$ cat src/pkg/shc_pkg.sv
package shc_pkg;

    // register port
    localparam int SHC_ADDR_W = 4;
    localparam int SHC_DATA_W = 8;
    localparam logic [SHC_ADDR_W-1:0] SHC_REG_SETTLE = 4'h0;
    localparam logic [SHC_ADDR_W-1:0] SHC_REG_STATUS = 4'h1;

    // settle_select codes and reset value
    localparam int SHC_SEL_W = 3;
    localparam logic [SHC_SEL_W-1:0] SHC_SEL_SHORT = 3'h0;
    localparam logic [SHC_SEL_W-1:0] SHC_SEL_MID = 3'h2;
    localparam logic [SHC_SEL_W-1:0] SHC_SEL_LONG = 3'h4;
    localparam logic [SHC_SEL_W-1:0] SHC_SETTLE_RST = 3'h4;

    // status field positions
    localparam int SHC_ST_STATE_LSB = 0;
    localparam int SHC_ST_VEC_BIT = 3;
    localparam int SHC_ST_NMI_BIT = 4;

    // settle times in oscillator periods (2^n / oscillator_frequency)
    localparam longint SHC_CLK_HZ = 40_000_000;
    localparam longint SHC_FX_HZ = 40_000_000;
    localparam longint SHC_SETTLE_SHORT_FX = 64'd4096;
    localparam longint SHC_SETTLE_MID_FX = 64'd32768;
    localparam longint SHC_SETTLE_LONG_FX = 64'd131072;
    // least times: round up to whole system clocks
    localparam longint SHC_SETTLE_SHORT_CYC =
        (SHC_SETTLE_SHORT_FX * SHC_CLK_HZ + SHC_FX_HZ - 1) / SHC_FX_HZ;
    localparam longint SHC_SETTLE_MID_CYC =
        (SHC_SETTLE_MID_FX * SHC_CLK_HZ + SHC_FX_HZ - 1) / SHC_FX_HZ;
    localparam longint SHC_SETTLE_LONG_CYC =
        (SHC_SETTLE_LONG_FX * SHC_CLK_HZ + SHC_FX_HZ - 1) / SHC_FX_HZ;

    // wake waits in cpu clocks (cpu clock equals the system clock here)
    localparam int SHC_WAKE_VEC_CLK = 9;
    localparam int SHC_WAKE_NEXT_CLK = 1;

    localparam int SHC_CNT_W = 18;
    localparam int SHC_IRQ_N = 8;

    typedef enum logic [2:0] {
        SHC_RUN = 3'b000,
        SHC_HALT = 3'b001,
        SHC_STOP_SETTLE = 3'b010,
        SHC_STOP = 3'b011,
        SHC_WAKE_SETTLE = 3'b100,
        SHC_WAKE = 3'b101,
        SHC_RST_SETTLE = 3'b110
    } shc_state_e;

    typedef struct packed {
        logic inv_timer;
        logic first_event_counter;
        logic second_event_counter;
        logic third_event_counter;
        logic watch_timer;
        logic watchdog;
        logic adc;
        logic serial;
        logic ext_irq;
    } shc_periph_en_s;

    localparam shc_periph_en_s SHC_PERIPH_OFF = '0;

endpackage : shc_pkg

$ cat src/rtl/shc_cycle_counter.sv
`timescale 1ns/1ps
module shc_cycle_counter #(
    parameter int W = 18,
    parameter logic [W-1:0] RST_VAL = 1
) (
    // clock and reset
    input wire logic clk_i,
    input wire logic arst_n_i,
    // control
    input wire logic load_i,
    input wire logic [W-1:0] load_val_i,
    // status
    output logic done_o,
    output logic [W-1:0] count_o
);
    logic [W-1:0] cnt_q;
    logic [W-1:0] cnt_d;

    if (W < 2) begin : g_bad_width
        $error("counter width too small");
    end

    // holds at zero once expired, so a stale count never fires again
    assign cnt_d = load_i ? load_val_i : (cnt_q != '0) ? cnt_q - W'(1) : cnt_q;
    // done ignores load: callers reload on done, and gating it would close a loop
    assign done_o = (cnt_q == W'(1));
    assign count_o = cnt_q;

    always_ff @(posedge clk_i or negedge arst_n_i) begin
        if (!arst_n_i) begin
            cnt_q <= RST_VAL;
        end else begin
            cnt_q <= cnt_d;
        end
    end

endmodule : shc_cycle_counter

$ cat src/rtl/shc_release_eval.sv
`timescale 1ns/1ps
module shc_release_eval #(
    parameter int N = 8
) (
    // interrupt flags
    input wire logic [N-1:0] req_flags_i,
    input wire logic [N-1:0] mask_bit_i,
    input wire logic global_interrupt_enable_flag_i,
    // result
    output logic pending_o,
    output logic vectored_o
);
    if (N < 1) begin : g_bad_count
        $error("need at least one source");
    end

    assign pending_o = |(req_flags_i & ~mask_bit_i);
    assign vectored_o = pending_o && global_interrupt_enable_flag_i;

endmodule : shc_release_eval

$ cat src/rtl/shc_standby_ctrl.sv
// The strobed register port and the register addresses were left to the implementer.
`timescale 1ns/1ps
// What this block does
// - halt instruction gates cpu clock, oscillator keeps running
// - halted: timers, serial, watchdog, external irq run; a/d converter stops
// - port output latches held for whole halt
// - unmasked request ends halt; enable picks vectoring or next instruction
// - halt release waits 9-10 clocks vectored, 1-2 clocks otherwise
// - non-maskable request ends halt and always vectors
// - reset during halt ends it and restarts like ordinary reset
// - already pending unmasked source makes standby leave at once
// - stop instruction disables oscillator, halting cpu and clocked system
// - stop passes through halt, waits selected settle time, then stops
// - stopped: only counters one and two on external input, external irq active
// - port output latches held for whole stop
// - stop ends only on unmasked maskable request or reset
// - stop release waits settle time, then vectors or resumes
// - reset release from stop processes reset after settle time
// - settle_select 3 bits picks 2^12, 2^15, 2^17 periods; reset 04H
// - eligible when flag 1 and mask 0; vectoring also needs enable
module shc_standby_ctrl
    import shc_pkg::*;
#(
    parameter int IRQ_N = SHC_IRQ_N,
    parameter int unsigned SETTLE_MID_CYC = 32'(SHC_SETTLE_MID_CYC),
    parameter int unsigned SETTLE_LONG_CYC = 32'(SHC_SETTLE_LONG_CYC)
) (
    // clock and reset
    input wire logic CLK_I,
    input wire logic ARST_N_I,
    // cpu instruction strobes
    input wire logic HALT_EXEC_I,
    input wire logic STOP_EXEC_I,
    // interrupt logic
    input wire logic [IRQ_N-1:0] REQ_FLAGS_I,
    input wire logic [IRQ_N-1:0] MASK_BIT_I,
    input wire logic GLOBAL_INTERRUPT_ENABLE_FLAG_I,
    input wire logic NMI_REQ_I,
    // counter clock selection
    input wire logic FIRST_COUNTER_EXT_INPUT_SEL_I,
    input wire logic SECOND_COUNTER_EXT_INPUT_SEL_I,
    // register port
    input wire logic [SHC_ADDR_W-1:0] REG_ADDR_I,
    input wire logic [SHC_DATA_W-1:0] REG_WDATA_I,
    input wire logic REG_WE_I,
    input wire logic REG_RE_I,
    output logic [SHC_DATA_W-1:0] REG_RDATA_O,
    // clock and power control
    output logic CPU_CLK_EN_O,
    output logic OSC_EN_O,
    output shc_periph_en_s PERIPH_EN_O,
    output logic PORT_HOLD_O,
    output logic CPU_RST_HOLD_O,
    // wake signalling to cpu
    output logic WAKE_VECTOR_O,
    output logic WAKE_NMI_O,
    output logic WAKE_NEXT_O
);
    localparam logic [SHC_CNT_W-1:0] CNT_SHORT = SHC_CNT_W'(SHC_SETTLE_SHORT_CYC);
    localparam logic [SHC_CNT_W-1:0] CNT_MID = SHC_CNT_W'(SETTLE_MID_CYC);
    localparam logic [SHC_CNT_W-1:0] CNT_LONG = SHC_CNT_W'(SETTLE_LONG_CYC);
    localparam logic [SHC_CNT_W-1:0] CNT_VEC = SHC_CNT_W'(SHC_WAKE_VEC_CLK);
    localparam logic [SHC_CNT_W-1:0] CNT_NEXT = SHC_CNT_W'(SHC_WAKE_NEXT_CLK);

    if (SETTLE_MID_CYC < 2 || SETTLE_LONG_CYC < 2 || IRQ_N < 1 ||
        SETTLE_MID_CYC >= (1 << SHC_CNT_W) ||
        SETTLE_LONG_CYC >= (1 << SHC_CNT_W)) begin : g_bad_cfg
        $error("settle counts or source count out of range");
    end

    shc_state_e state_q, state_d;
    logic [SHC_SEL_W-1:0] sel_q;
    logic vec_q, vec_d, nmi_q, nmi_d, sel_legal, wr_settle;
    logic cnt_load, cnt_done, pending, pend_vec, halt_release, wake_end;
    logic [SHC_CNT_W-1:0] cnt_load_val, settle_cyc;
    logic [SHC_DATA_W-1:0] rd_mux, rdata_q;
    logic cpu_clk_q, osc_q, hold_q, rst_hold_q, cpu_clk_d, osc_d, hold_d;
    shc_periph_en_s periph_q, periph_d;

    shc_release_eval #(
        .N(IRQ_N)
    ) u_eval (
        .req_flags_i(REQ_FLAGS_I),
        .mask_bit_i(MASK_BIT_I),
        .global_interrupt_enable_flag_i(GLOBAL_INTERRUPT_ENABLE_FLAG_I),
        .pending_o(pending),
        .vectored_o(pend_vec)
    );

    // reset starts the counter at the 2^15 settle time (CNT_MID)
    shc_cycle_counter #(
        .W(SHC_CNT_W),
        .RST_VAL(CNT_MID)
    ) u_cnt (
        .clk_i(CLK_I),
        .arst_n_i(ARST_N_I),
        .load_i(cnt_load),
        .load_val_i(cnt_load_val),
        .done_o(cnt_done),
        .count_o()
    );

    assign settle_cyc = (sel_q == SHC_SEL_SHORT) ? CNT_SHORT :
                        (sel_q == SHC_SEL_MID) ? CNT_MID : CNT_LONG;
    assign sel_legal = (REG_WDATA_I[SHC_SEL_W-1:0] == SHC_SEL_SHORT) ||
                       (REG_WDATA_I[SHC_SEL_W-1:0] == SHC_SEL_MID) ||
                       (REG_WDATA_I[SHC_SEL_W-1:0] == SHC_SEL_LONG);
    // prohibited codes are dropped so the counter never sees an undefined wait
    assign wr_settle = REG_WE_I && (REG_ADDR_I == SHC_REG_SETTLE) && sel_legal;
    assign rd_mux = (REG_ADDR_I == SHC_REG_SETTLE) ? SHC_DATA_W'(sel_q) :
                    (REG_ADDR_I == SHC_REG_STATUS) ? SHC_DATA_W'({nmi_q, vec_q, state_q}) : '0;

    assign halt_release = pending || NMI_REQ_I;
    assign wake_end = (state_q == SHC_WAKE) && cnt_done;

    always_comb begin
        state_d = state_q;
        vec_d = vec_q;
        nmi_d = nmi_q;
        cnt_load = 1'b0;
        cnt_load_val = CNT_NEXT;
        case (state_q)
            SHC_RUN: begin
                if (STOP_EXEC_I) begin
                    if (pending) begin
                        state_d = SHC_WAKE;
                        vec_d = pend_vec;
                        nmi_d = 1'b0;
                        cnt_load = 1'b1;
                        cnt_load_val = pend_vec ? CNT_VEC : CNT_NEXT;
                    end else begin
                        state_d = SHC_STOP_SETTLE;
                        cnt_load = 1'b1;
                        cnt_load_val = settle_cyc;
                    end
                end else if (HALT_EXEC_I) begin
                    if (halt_release) begin
                        state_d = SHC_WAKE;
                        vec_d = pend_vec || NMI_REQ_I;
                        nmi_d = NMI_REQ_I && !pending;
                        cnt_load = 1'b1;
                        cnt_load_val = (pend_vec || NMI_REQ_I) ? CNT_VEC : CNT_NEXT;
                    end else begin
                        state_d = SHC_HALT;
                    end
                end
            end
            SHC_HALT: begin
                if (halt_release) begin
                    state_d = SHC_WAKE;
                    vec_d = pend_vec || NMI_REQ_I;
                    nmi_d = NMI_REQ_I && !pending;
                    cnt_load = 1'b1;
                    cnt_load_val = (pend_vec || NMI_REQ_I) ? CNT_VEC : CNT_NEXT;
                end
            end
            SHC_STOP_SETTLE: begin
                // oscillator still runs, so no second settle
                if (pending) begin
                    state_d = SHC_WAKE;
                    vec_d = pend_vec;
                    nmi_d = 1'b0;
                    cnt_load = 1'b1;
                    cnt_load_val = pend_vec ? CNT_VEC : CNT_NEXT;
                end else if (cnt_done) begin
                    state_d = SHC_STOP;
                end
            end
            SHC_STOP: begin
                if (pending) begin
                    state_d = SHC_WAKE_SETTLE;
                    vec_d = pend_vec;
                    nmi_d = 1'b0;
                    cnt_load = 1'b1;
                    cnt_load_val = settle_cyc;
                end
            end
            SHC_WAKE_SETTLE: begin
                if (cnt_done) begin
                    state_d = SHC_WAKE;
                    cnt_load = 1'b1;
                    cnt_load_val = vec_q ? CNT_VEC : CNT_NEXT;
                end
            end
            SHC_WAKE, SHC_RST_SETTLE: begin
                if (cnt_done) begin
                    state_d = SHC_RUN;
                end
            end
            default: begin
                state_d = SHC_RST_SETTLE;
            end
        endcase
    end

    always_comb begin
        periph_d = SHC_PERIPH_OFF;
        cpu_clk_d = 1'b0;
        osc_d = 1'b1;
        hold_d = 1'b0;
        case (state_d)
            SHC_RUN, SHC_WAKE: begin
                periph_d = '1;
                cpu_clk_d = 1'b1;
            end
            SHC_HALT, SHC_STOP_SETTLE: begin
                periph_d = '1;
                periph_d.adc = 1'b0;
                hold_d = 1'b1;
            end
            SHC_STOP, SHC_WAKE_SETTLE: begin
                osc_d = (state_d == SHC_WAKE_SETTLE);
                periph_d.first_event_counter = FIRST_COUNTER_EXT_INPUT_SEL_I;
                periph_d.second_event_counter = SECOND_COUNTER_EXT_INPUT_SEL_I;
                periph_d.ext_irq = 1'b1;
                hold_d = 1'b1;
            end
            default: begin
                periph_d = SHC_PERIPH_OFF;
            end
        endcase
    end

    // reset forces reset settle from any state
    always_ff @(posedge CLK_I or negedge ARST_N_I) begin
        if (!ARST_N_I) begin
            state_q <= SHC_RST_SETTLE;
            vec_q <= 1'b0;
            nmi_q <= 1'b0;
        end else begin
            state_q <= state_d;
            vec_q <= vec_d;
            nmi_q <= nmi_d;
        end
    end

    always_ff @(posedge CLK_I or negedge ARST_N_I) begin
        if (!ARST_N_I) begin
            sel_q <= SHC_SETTLE_RST;
        end else if (wr_settle) begin
            sel_q <= REG_WDATA_I[SHC_SEL_W-1:0];
        end
    end

    always_ff @(posedge CLK_I or negedge ARST_N_I) begin
        if (!ARST_N_I) begin
            rdata_q <= '0;
        end else begin
            rdata_q <= REG_RE_I ? rd_mux : '0;
        end
    end

    always_ff @(posedge CLK_I or negedge ARST_N_I) begin
        if (!ARST_N_I) begin
            periph_q <= SHC_PERIPH_OFF;
            cpu_clk_q <= 1'b0;
            osc_q <= 1'b1;
            hold_q <= 1'b0;
            rst_hold_q <= 1'b1;
        end else begin
            periph_q <= periph_d;
            cpu_clk_q <= cpu_clk_d;
            osc_q <= osc_d;
            hold_q <= hold_d;
            rst_hold_q <= (state_d == SHC_RST_SETTLE);
        end
    end

    assign REG_RDATA_O = rdata_q;
    assign CPU_CLK_EN_O = cpu_clk_q;
    assign OSC_EN_O = osc_q;
    assign PERIPH_EN_O = periph_q;
    assign PORT_HOLD_O = hold_q;
    assign CPU_RST_HOLD_O = rst_hold_q;
    assign WAKE_VECTOR_O = wake_end && vec_q;
    assign WAKE_NMI_O = wake_end && vec_q && nmi_q;
    assign WAKE_NEXT_O = wake_end && !vec_q;
endmodule : shc_standby_ctrl

$ cat config.mk
export PLATFORM = sky130hd
export DESIGN_NAME = shc_standby_ctrl
export DESIGN_NICKNAME = d
export VERILOG_FILES = /design/src/pkg/shc_pkg.sv /design/src/rtl/shc_cycle_counter.sv /design/src/rtl/shc_release_eval.sv /design/src/rtl/shc_standby_ctrl.sv
export SDC_FILE = /design/constraint.sdc
export NUM_CORES = 1
export LEC_CHECK = 0
export BUFFER_PORTS_ARGS = -buffer_cell sky130_fd_sc_hd__buf_4
export CORE_UTILIZATION = 45
export CTS_CLUSTER_DIAMETER = 60
export CTS_CLUSTER_SIZE = 16
export DETAILED_ROUTE_END_ITERATION = 6
export MAX_ROUTING_LAYER = met4
export PLACE_DENSITY = 0.7
export REMOVE_ABC_BUFFERS = 1
export SETUP_SLACK_MARGIN = 0.5
export SLEW_MARGIN = 20
export SYNTH_ARGS = -nofsm -noshare
export SYNTH_HDL_FRONTEND = slang
export SYNTH_HIERARCHICAL = 1
export SYNTH_SLANG_ARGS = --single-unit
$ cat constraint.sdc
create_clock -name CLK_I -period 2.9 [get_ports CLK_I]
set_input_delay 0.145 -clock CLK_I [delete_from_list [all_inputs] [get_ports CLK_I]]
set_output_delay 0.145 -clock CLK_I [all_outputs]
set_load 0.02 [all_outputs]
==> impl_metrics.json, run 1 <==
{
  "antenna_found_initial": 0,
  "leakagePower_nw": 1.34,
  "netlist_area_mm2": 0.00235,
  "pwr-share-seq": 0.478,
  "worstPathArrival_ns": 2.25,
  "cts_buffers": 5,
  "boundaryPins": 62,
  "synthArstFlopShare": 1.00,
  "pwr-share-comb": 0.257,
  "synth_cell_type_count": 53,
  "synthTopCellsByCount": "dfrtp_1 (34), nand2_1 (30), nor2_1 (21)",
  "slew_headroom": 0.656,
  "antenna_cells": 0,
  "clock.fmax_ghz": 0.418,
  "skew_ns": 0.00253,
  "htree_levels": 2,
  "cp.required_ns": 2.76,
  "crit_fanout": 6,
  "finalCritPeriodShare": 0.824,
  "drt_wl_total_mm": 5.08,
  "p_sw_frac": 0.325,
  "postRouteAntennaNets": 0,
  "hpwl_mm": 3.52,
  "synth_edf_count": 0,
  "grt_pass1_vias": 1916,
  "setup_violations": 0,
  "r2r-start": "u_cnt/count_o[4]$_DFFE_PN0P_",
  "crit_path_end": "WAKE_NMI_O",
  "startpoint": "u_cnt/count_o[4]$_DFFE_PN0P_",
  "p_int_mw": 1.17,
  "placedCellCount": 381,
  "rsz0062_at_grt": "yes",
  "drt_first_pass_iters": 4,
  "cts.path.max_buffers": 2,
  "power.switching_mw": 0.561,
  "layoutNonFillerInstCount": 396,
  "tns_ns": 0,
  "grt_pass1_wl_mm": 8.36,
  "wl_per_cell_um": 12.8,
  "num_rows": 25,
  "clock_latency_ns": 0.29,
  "ys_ff_latch": 40,
  "finalWeightedCongestion": 0.851,
  "yosysMostFrequentCell": "dfrtp_1",
  "use_met3": 0.0474,
  "clk_pin_slew_ns": 0.08,
  "yosysSeqAreaShare": 0.428,
  "dr_total_vias": 2017,
  "cts.root.buffer_cell": "clkbuf_8",
  "syn_inst": 260,
  "die_w_um": 74.3,
  "fp.coreArea_mm2": 0.00488,
  "cts_num_sinks": 40,
  "use_met2": 0.325,
  "post_drt_via_cell_ratio": 5.09,
  "portBuffers": 53,
  "area_delta_synth_final_pct": 29.7,
  "avgSynthCellArea_um2": 9.06,
  "start_util": 0.483,
  "period_minus_slack_ns": 2.39,
  "finalHoldViolCount": 0,
  "fill_cells": 435,
  "synth_top_area_share": 0.361,
  "critPathKind": "reg -> out",
  "synth_top_cell_by_area": "dfrtp_1",
  "ir_drop_mv": 0.264,
  "grt_max_degree": 41,
  "die_h_um": 74.3,
  "cts_tree": "yes",
  "clockPowerShare": 0.265,
  "drtIter0Drc": 131,
  "dieArea_mm2": 0.00553,
  "final_area_mm2": 0.00305,
  "reg2reg_slack_ns": 0.52,
  "drv_cap": 0,
  "grt_usage": 0.205,
  "power_mw": 1.73,
  "grt-ovfl-total": 0,
  "worst_setup_path_end_kind": "output port",
  "yosys_most_used_dff": "dfrtp_1",
  "nNetsFinal": 368,
  "grt_util_met1": 0.258,
  "placed_area_mm2": 0.00284,
  "power.density_mw_per_mm2": 566,
  "ys_warn_count": 6,
  "start_kind": "flop",
  "slew_violations": 0,
  "drc": 0,
  "status": "finished, final reports clean",
  "reg2reg_to": "CPU_CLK_EN_O$_DFF_PN0_",
  "worst_pin_slew_ns": 0.512,
  "drive_above_1_share": 0.304,
  "worstRegToRegCells": 8,
  "busiest_layer": "met2",
  "ys_top_cells_by_area": "dfrtp_1 (36%), dfstp_2 (6.7%), nand2_1 (4.8%)",
  "holdCritPathClass": "in -> reg"
}
==> stage by stage <==
| stage | utilization | hold slack (ns) | setup slack (ns) |
|---|---|---|---|
| 3_5_place_dp | 0.581 | 0.158 | 0.336 |
| 2_1_floorplan | - | -0.151 | -1.11 |
| 6_report | 0.626 | 0.0711 | 0.509 |
| 5_1_grt | 0.626 | 0.0577 | 0.415 |
| 4_1_cts | 0.613 | 0.0651 | 0.502 |
| 3_3_place_gp | 0.581 | 0.151 | 0.380 |
==> worst max-delay path, cell delays in order, from the launching register on <==
cell and delay (ns):
dfrtp_1 0.42, or4_4 0.57, nor4_4 0.19, and3_4 0.28, nand3_1 0.14, nor3_2 0.19
buf_4 0.16
==> layout by cell type, fill, tap and decap left out, types with 6 or more instances in the layout <==
cell	instances
o21ai_0	8
xnor2_1	10
dfstp_2	6
o31ai_1	14
nor2_1	18
conb_1	16
inv_1	12
nor3_1	10
nand3_1	7
nand2_1	29
dfrtp_1	34
buf_4	62
==> cell type report <==
class                      instances  area [µm²]  area share
inverter                          15        58.8      0.0193
clock inverter                     3        42.5      0.0139
timing repair buffer              65         520       0.170
tap                               67        83.8      0.0274
clock buffer                       5        68.8      0.0225
multi-input combinational        201        1270       0.416
sequential                        40        1010       0.330
==> worst min path at each step <==
stage	start	endpoint	slack, ns	cells after the start
after global placement	ARST_N_I	u_cnt/count_o[13]$_DFFE_PN0P_	0.15	1
after global routing	SECOND_COUNTER_EXT_INPUT_SEL_I	PERIPH_EN_O[6]$_DFF_PN0_	0.06	2
after floorplan	ARST_N_I	CPU_CLK_EN_O$_DFF_PN0_	-0.15	0
after detailed placement	ARST_N_I	u_cnt/count_o[13]$_DFFE_PN0P_	0.16	1
final	SECOND_COUNTER_EXT_INPUT_SEL_I	PERIPH_EN_O[6]$_DFF_PN0_	0.07	2
after CTS	SECOND_COUNTER_EXT_INPUT_SEL_I	PERIPH_EN_O[6]$_DFF_PN0_	0.07	2
==> metal layers <==
metal | wire length, µm | share of wire | vias to the layer above
li1 | - | - | 1028
met1 | 2350 | 0.46 | 932
met2 | 2440 | 0.48 | 49
met3 | 215 | 0.042 | 8
met4 | 70 | 0.014 | 0
met5 | 0 | 0 | -
==> power by group through the flow <==
| stage | Combinational (mW) | Sequential, mW | Clock, mW |
|---|---|---|---|
| after floorplan | 0.297 | 0.818 | 0 |
| after global placement | 0.419 | 0.832 | 0 |
| after detailed placement | 0.424 | 0.836 | 0 |
| after CTS | 0.436 | 0.826 | 0.469 |
| after global routing | 0.504 | 0.849 | 0.491 |
| final | 0.443 | 0.827 | 0.458 |
==> cells by family (layout without fill, tap and decap cells) <==
family / after synthesis / in the layout / synth area share
other: 1 / 16 / 0.00159
AO/OA/AOI/OAI: 49 / 49 / 0.145
buffers and inverters: 34 / 88 / 0.0696
XOR/XNOR: 15 / 15 / 0.0558
AND/OR/NAND/NOR: 110 / 110 / 0.249
adder cells (fa/ha/maj): 2 / 2 / 0.0106
multiplexers: 9 / 9 / 0.0404
flip-flops: 40 / 40 / 0.428
==> flip-flops by register name, summed over array words and instances (netlist names) <==
| name | cells |
|---|---|
| CPU_CLK_EN_O | 1 |
| vec_q | 1 |
| REG_RDATA_O | 5 |
| PERIPH_EN_O | 5 |
| CPU_RST_HOLD_O | 1 |
| sel_q | 3 |
| nmi_q | 1 |
| state_q | 3 |
| u_cnt/count_o | 18 |
| OSC_EN_O | 1 |
| PORT_HOLD_O | 1 |
==> timing repair <==
| action | 4_1_cts | 5_1_grt |
|---|---|---|
| hold endpoints to repair | 34 | 0 |
| gates resized for setup | 4 | 7 |
| pin swaps | 1 | 2 |
| setup endpoints to repair | 26 | 27 |
| gates cloned | 0 | 1 |
| hold buffers | 1 | 0 |
| setup buffers | 2 | 3 |
Power figures use the tool's default switching activity.
==> run 2: changes to the inputs <==
- clock period: 2.9 -> 2.2 ns (I/O delays scaled with it)
==> impl_metrics.json, run 2 (synthesis results as in run 1) <==
{
  "slew_headroom": 0.561,
  "final_common_cell": "buf_4",
  "start_kind": "flop",
  "fin_util": 0.696,
  "p_int_mw": 1.69,
  "failed_checks": "negative setup slack",
  "cts.root.buffer_cell": "clkbuf_8",
  "htree_levels": 2,
  "hpwl_mm": 3.95,
  "layoutNonFillerInstCount": 425,
  "crit_path_max_incr_delay_ns": 0.56,
  "grt_pass1_vias": 1999,
  "placedCellCount": 407,
  "die_w_um": 74.3,
  "wl_per_cell_um": 13.2,
  "leakagePower_nw": 1.55,
  "finalHoldViolCount": 0,
  "p_sw_frac": 0.333,
  "boundaryPins": 62,
  "post_drt_via_cell_ratio": 5.14,
  "ir_drop_mv": 0.396,
  "setup_ws_ns": -0.111,
  "critPathKind": "reg -> reg",
  "clockPowerShare": 0.201,
  "power.switching_mw": 0.840,
  "status": "finished with violations",
  "portBuffers": 53,
  "drv_cap": 0,
  "holdCritPathClass": "in -> reg",
  "fp.coreArea_mm2": 0.00488,
  "skew_ns": 0.00627,
  "cts_num_sinks": 40,
  "cts_buffers": 5,
  "pwr-share-seq": 0.405,
  "power.density_mw_per_mm2": 744,
  "worstPathArrival_ns": 2.49,
  "area_delta_synth_final_pct": 44.2,
  "slew_violations": 0,
  "drive_above_1_share": 0.419,
  "setup_violations": 25,
  "grt-ovfl-total": 0,
  "start_util": 0.483,
  "rsz0062_at_grt": "yes",
  "dr_total_vias": 2186,
  "pre_cts_slack_ns": -0.198,
  "num_rows": 25,
  "grt_usage": 0.223,
  "worst_pin_slew_ns": 0.654,
  "largest_reg_flops": 18,
  "die_h_um": 74.3,
  "drc": 0,
  "drt_first_pass_iters": 4,
  "antenna_found_initial": 0,
  "drtIter0Drc": 80,
  "pwr-share-comb": 0.394,
  "clock_latency_ns": 0.30,
  "cp_cell_sequence": "or4_4 -> nor4_4 -> and3_4 -> or4b_1 -> nand4_1 -> a21oi_4 -> nor2_4 -> mux2_2",
  "drt_wl_total_mm": 5.62,
  "worst_setup_path_end_kind": "flop",
  "postRouteAntennaNets": 0,
  "finalCritPeriodShare": 1.05,
  "cp_slowest_cell": "or4_4",
  "nNetsFinal": 397,
  "dieArea_mm2": 0.00553,
  "fill_cells": 399,
  "finalWeightedCongestion": 0.873,
  "crit_fanout": 6,
  "grt_max_degree": 41,
  "clock.fmax_ghz": 0.433,
  "antenna_cells": 0,
  "clk_pin_slew_ns": 0.08,
  "period_minus_slack_ns": 2.31,
  "grt_pass1_wl_mm": 9.11,
  "cts.path.max_buffers": 2,
  "final_cell_mix": "buf_4 (85), dfrtp_1 (34), nand2_1 (24)",
  "cp.required_ns": 2.38,
  "cts_tree": "yes"
}
## run 2: repair_timing
| item | in CTS | in global routing |
|---|---|---|
| hold buffers | 1 | 0 |
| pin swaps | 20 | 6 |
| cloned | 2 | 0 |
| hold endpoints to repair | 34 | 0 |
| resized for setup | 38 | 17 |
| setup buffers | 4 | 3 |
| endpoints found under the setup margin | 33 | 33 |
## run 2: final timing paths
kind	start	to	slack, ns	depth (start not counted)
worst max-delay path	u_cnt/count_o[6]$_DFFE_PN0P_	CPU_CLK_EN_O$_DFF_PN0_	-0.11	8
worst min-delay path	SECOND_COUNTER_EXT_INPUT_SEL_I	PERIPH_EN_O[6]$_DFF_PN0_	0.04	2
worst max register to register	u_cnt/count_o[6]$_DFFE_PN0P_	CPU_CLK_EN_O$_DFF_PN0_	-0.11	8
worst min register to register	nmi_q$_DFFE_PN0P_	REG_RDATA_O[4]$_DFF_PN0_	0.53	1
max in group asynchronous	ARST_N_I	sel_q[2]$_DFFE_PN1P_	1.50	2
min in group asynchronous	ARST_N_I	u_cnt/count_o[1]$_DFFE_PN0P_	0.33	2
## run 2: layer usage
| metal | GRT usage | vias up | wire (µm) |
|---|---|---|---|
| met3 | 0.0379 | 5 | 230 |
| met1 | 0.285 | 1044 | 2460 |
| li1 | - | 1083 | - |
| met5 | - | - | 0 |
| met2 | 0.367 | 54 | 2890 |
| met4 | 0.0629 | 0 | 40 |
## run 2: final cells by class
type                    instances  area [µm²]  area share
clock buffers                   6        82.6      0.0243
repair buffers                 94         736       0.217
well taps                      67        83.8      0.0247
flip-flops and latches         40        1010       0.297
multi-input cells             201        1410       0.416
clock inverters                 2        10.0     0.00295
inverters                      15        63.8      0.0188
## run 2: metrics by stage
stage | hold slack (ns) | power, mW | instance area [µm²] | setup TNS [ns]
2_1_floorplan | -0.186 | 1.47 | 2300 | -29.45
3_3_place_gp | 0.106 | 1.87 | 3020 | -1.25
3_5_place_dp | 0.113 | 1.89 | 3020 | -2.41
4_1_cts | 0.0354 | 2.51 | 3300 | -1.28
5_1_grt | 0.0348 | 2.68 | 3400 | -4.78
6_report | 0.0386 | 2.53 | 3400 | -1.95
## run 2: worst max-delay path: cells and delay by family (launching register included)
family,cells,cell delay [ns]
flip-flops,1,0.38
AND/OR/NAND/NOR,6,1.30
multiplexers,1,0.26
AO/OA/AOI/OAI,1,0.25
## run 2: power by group through the flow
stage                     registers, mW  clock network [mW]  logic [mW]
after floorplan                    1.08                   0       0.392
after global placement             1.02                   0       0.845
after detailed placement           1.03                   0       0.865
after CTS                          1.02               0.521       0.966
after global routing               1.04               0.554        1.09
final                              1.02               0.508       0.994
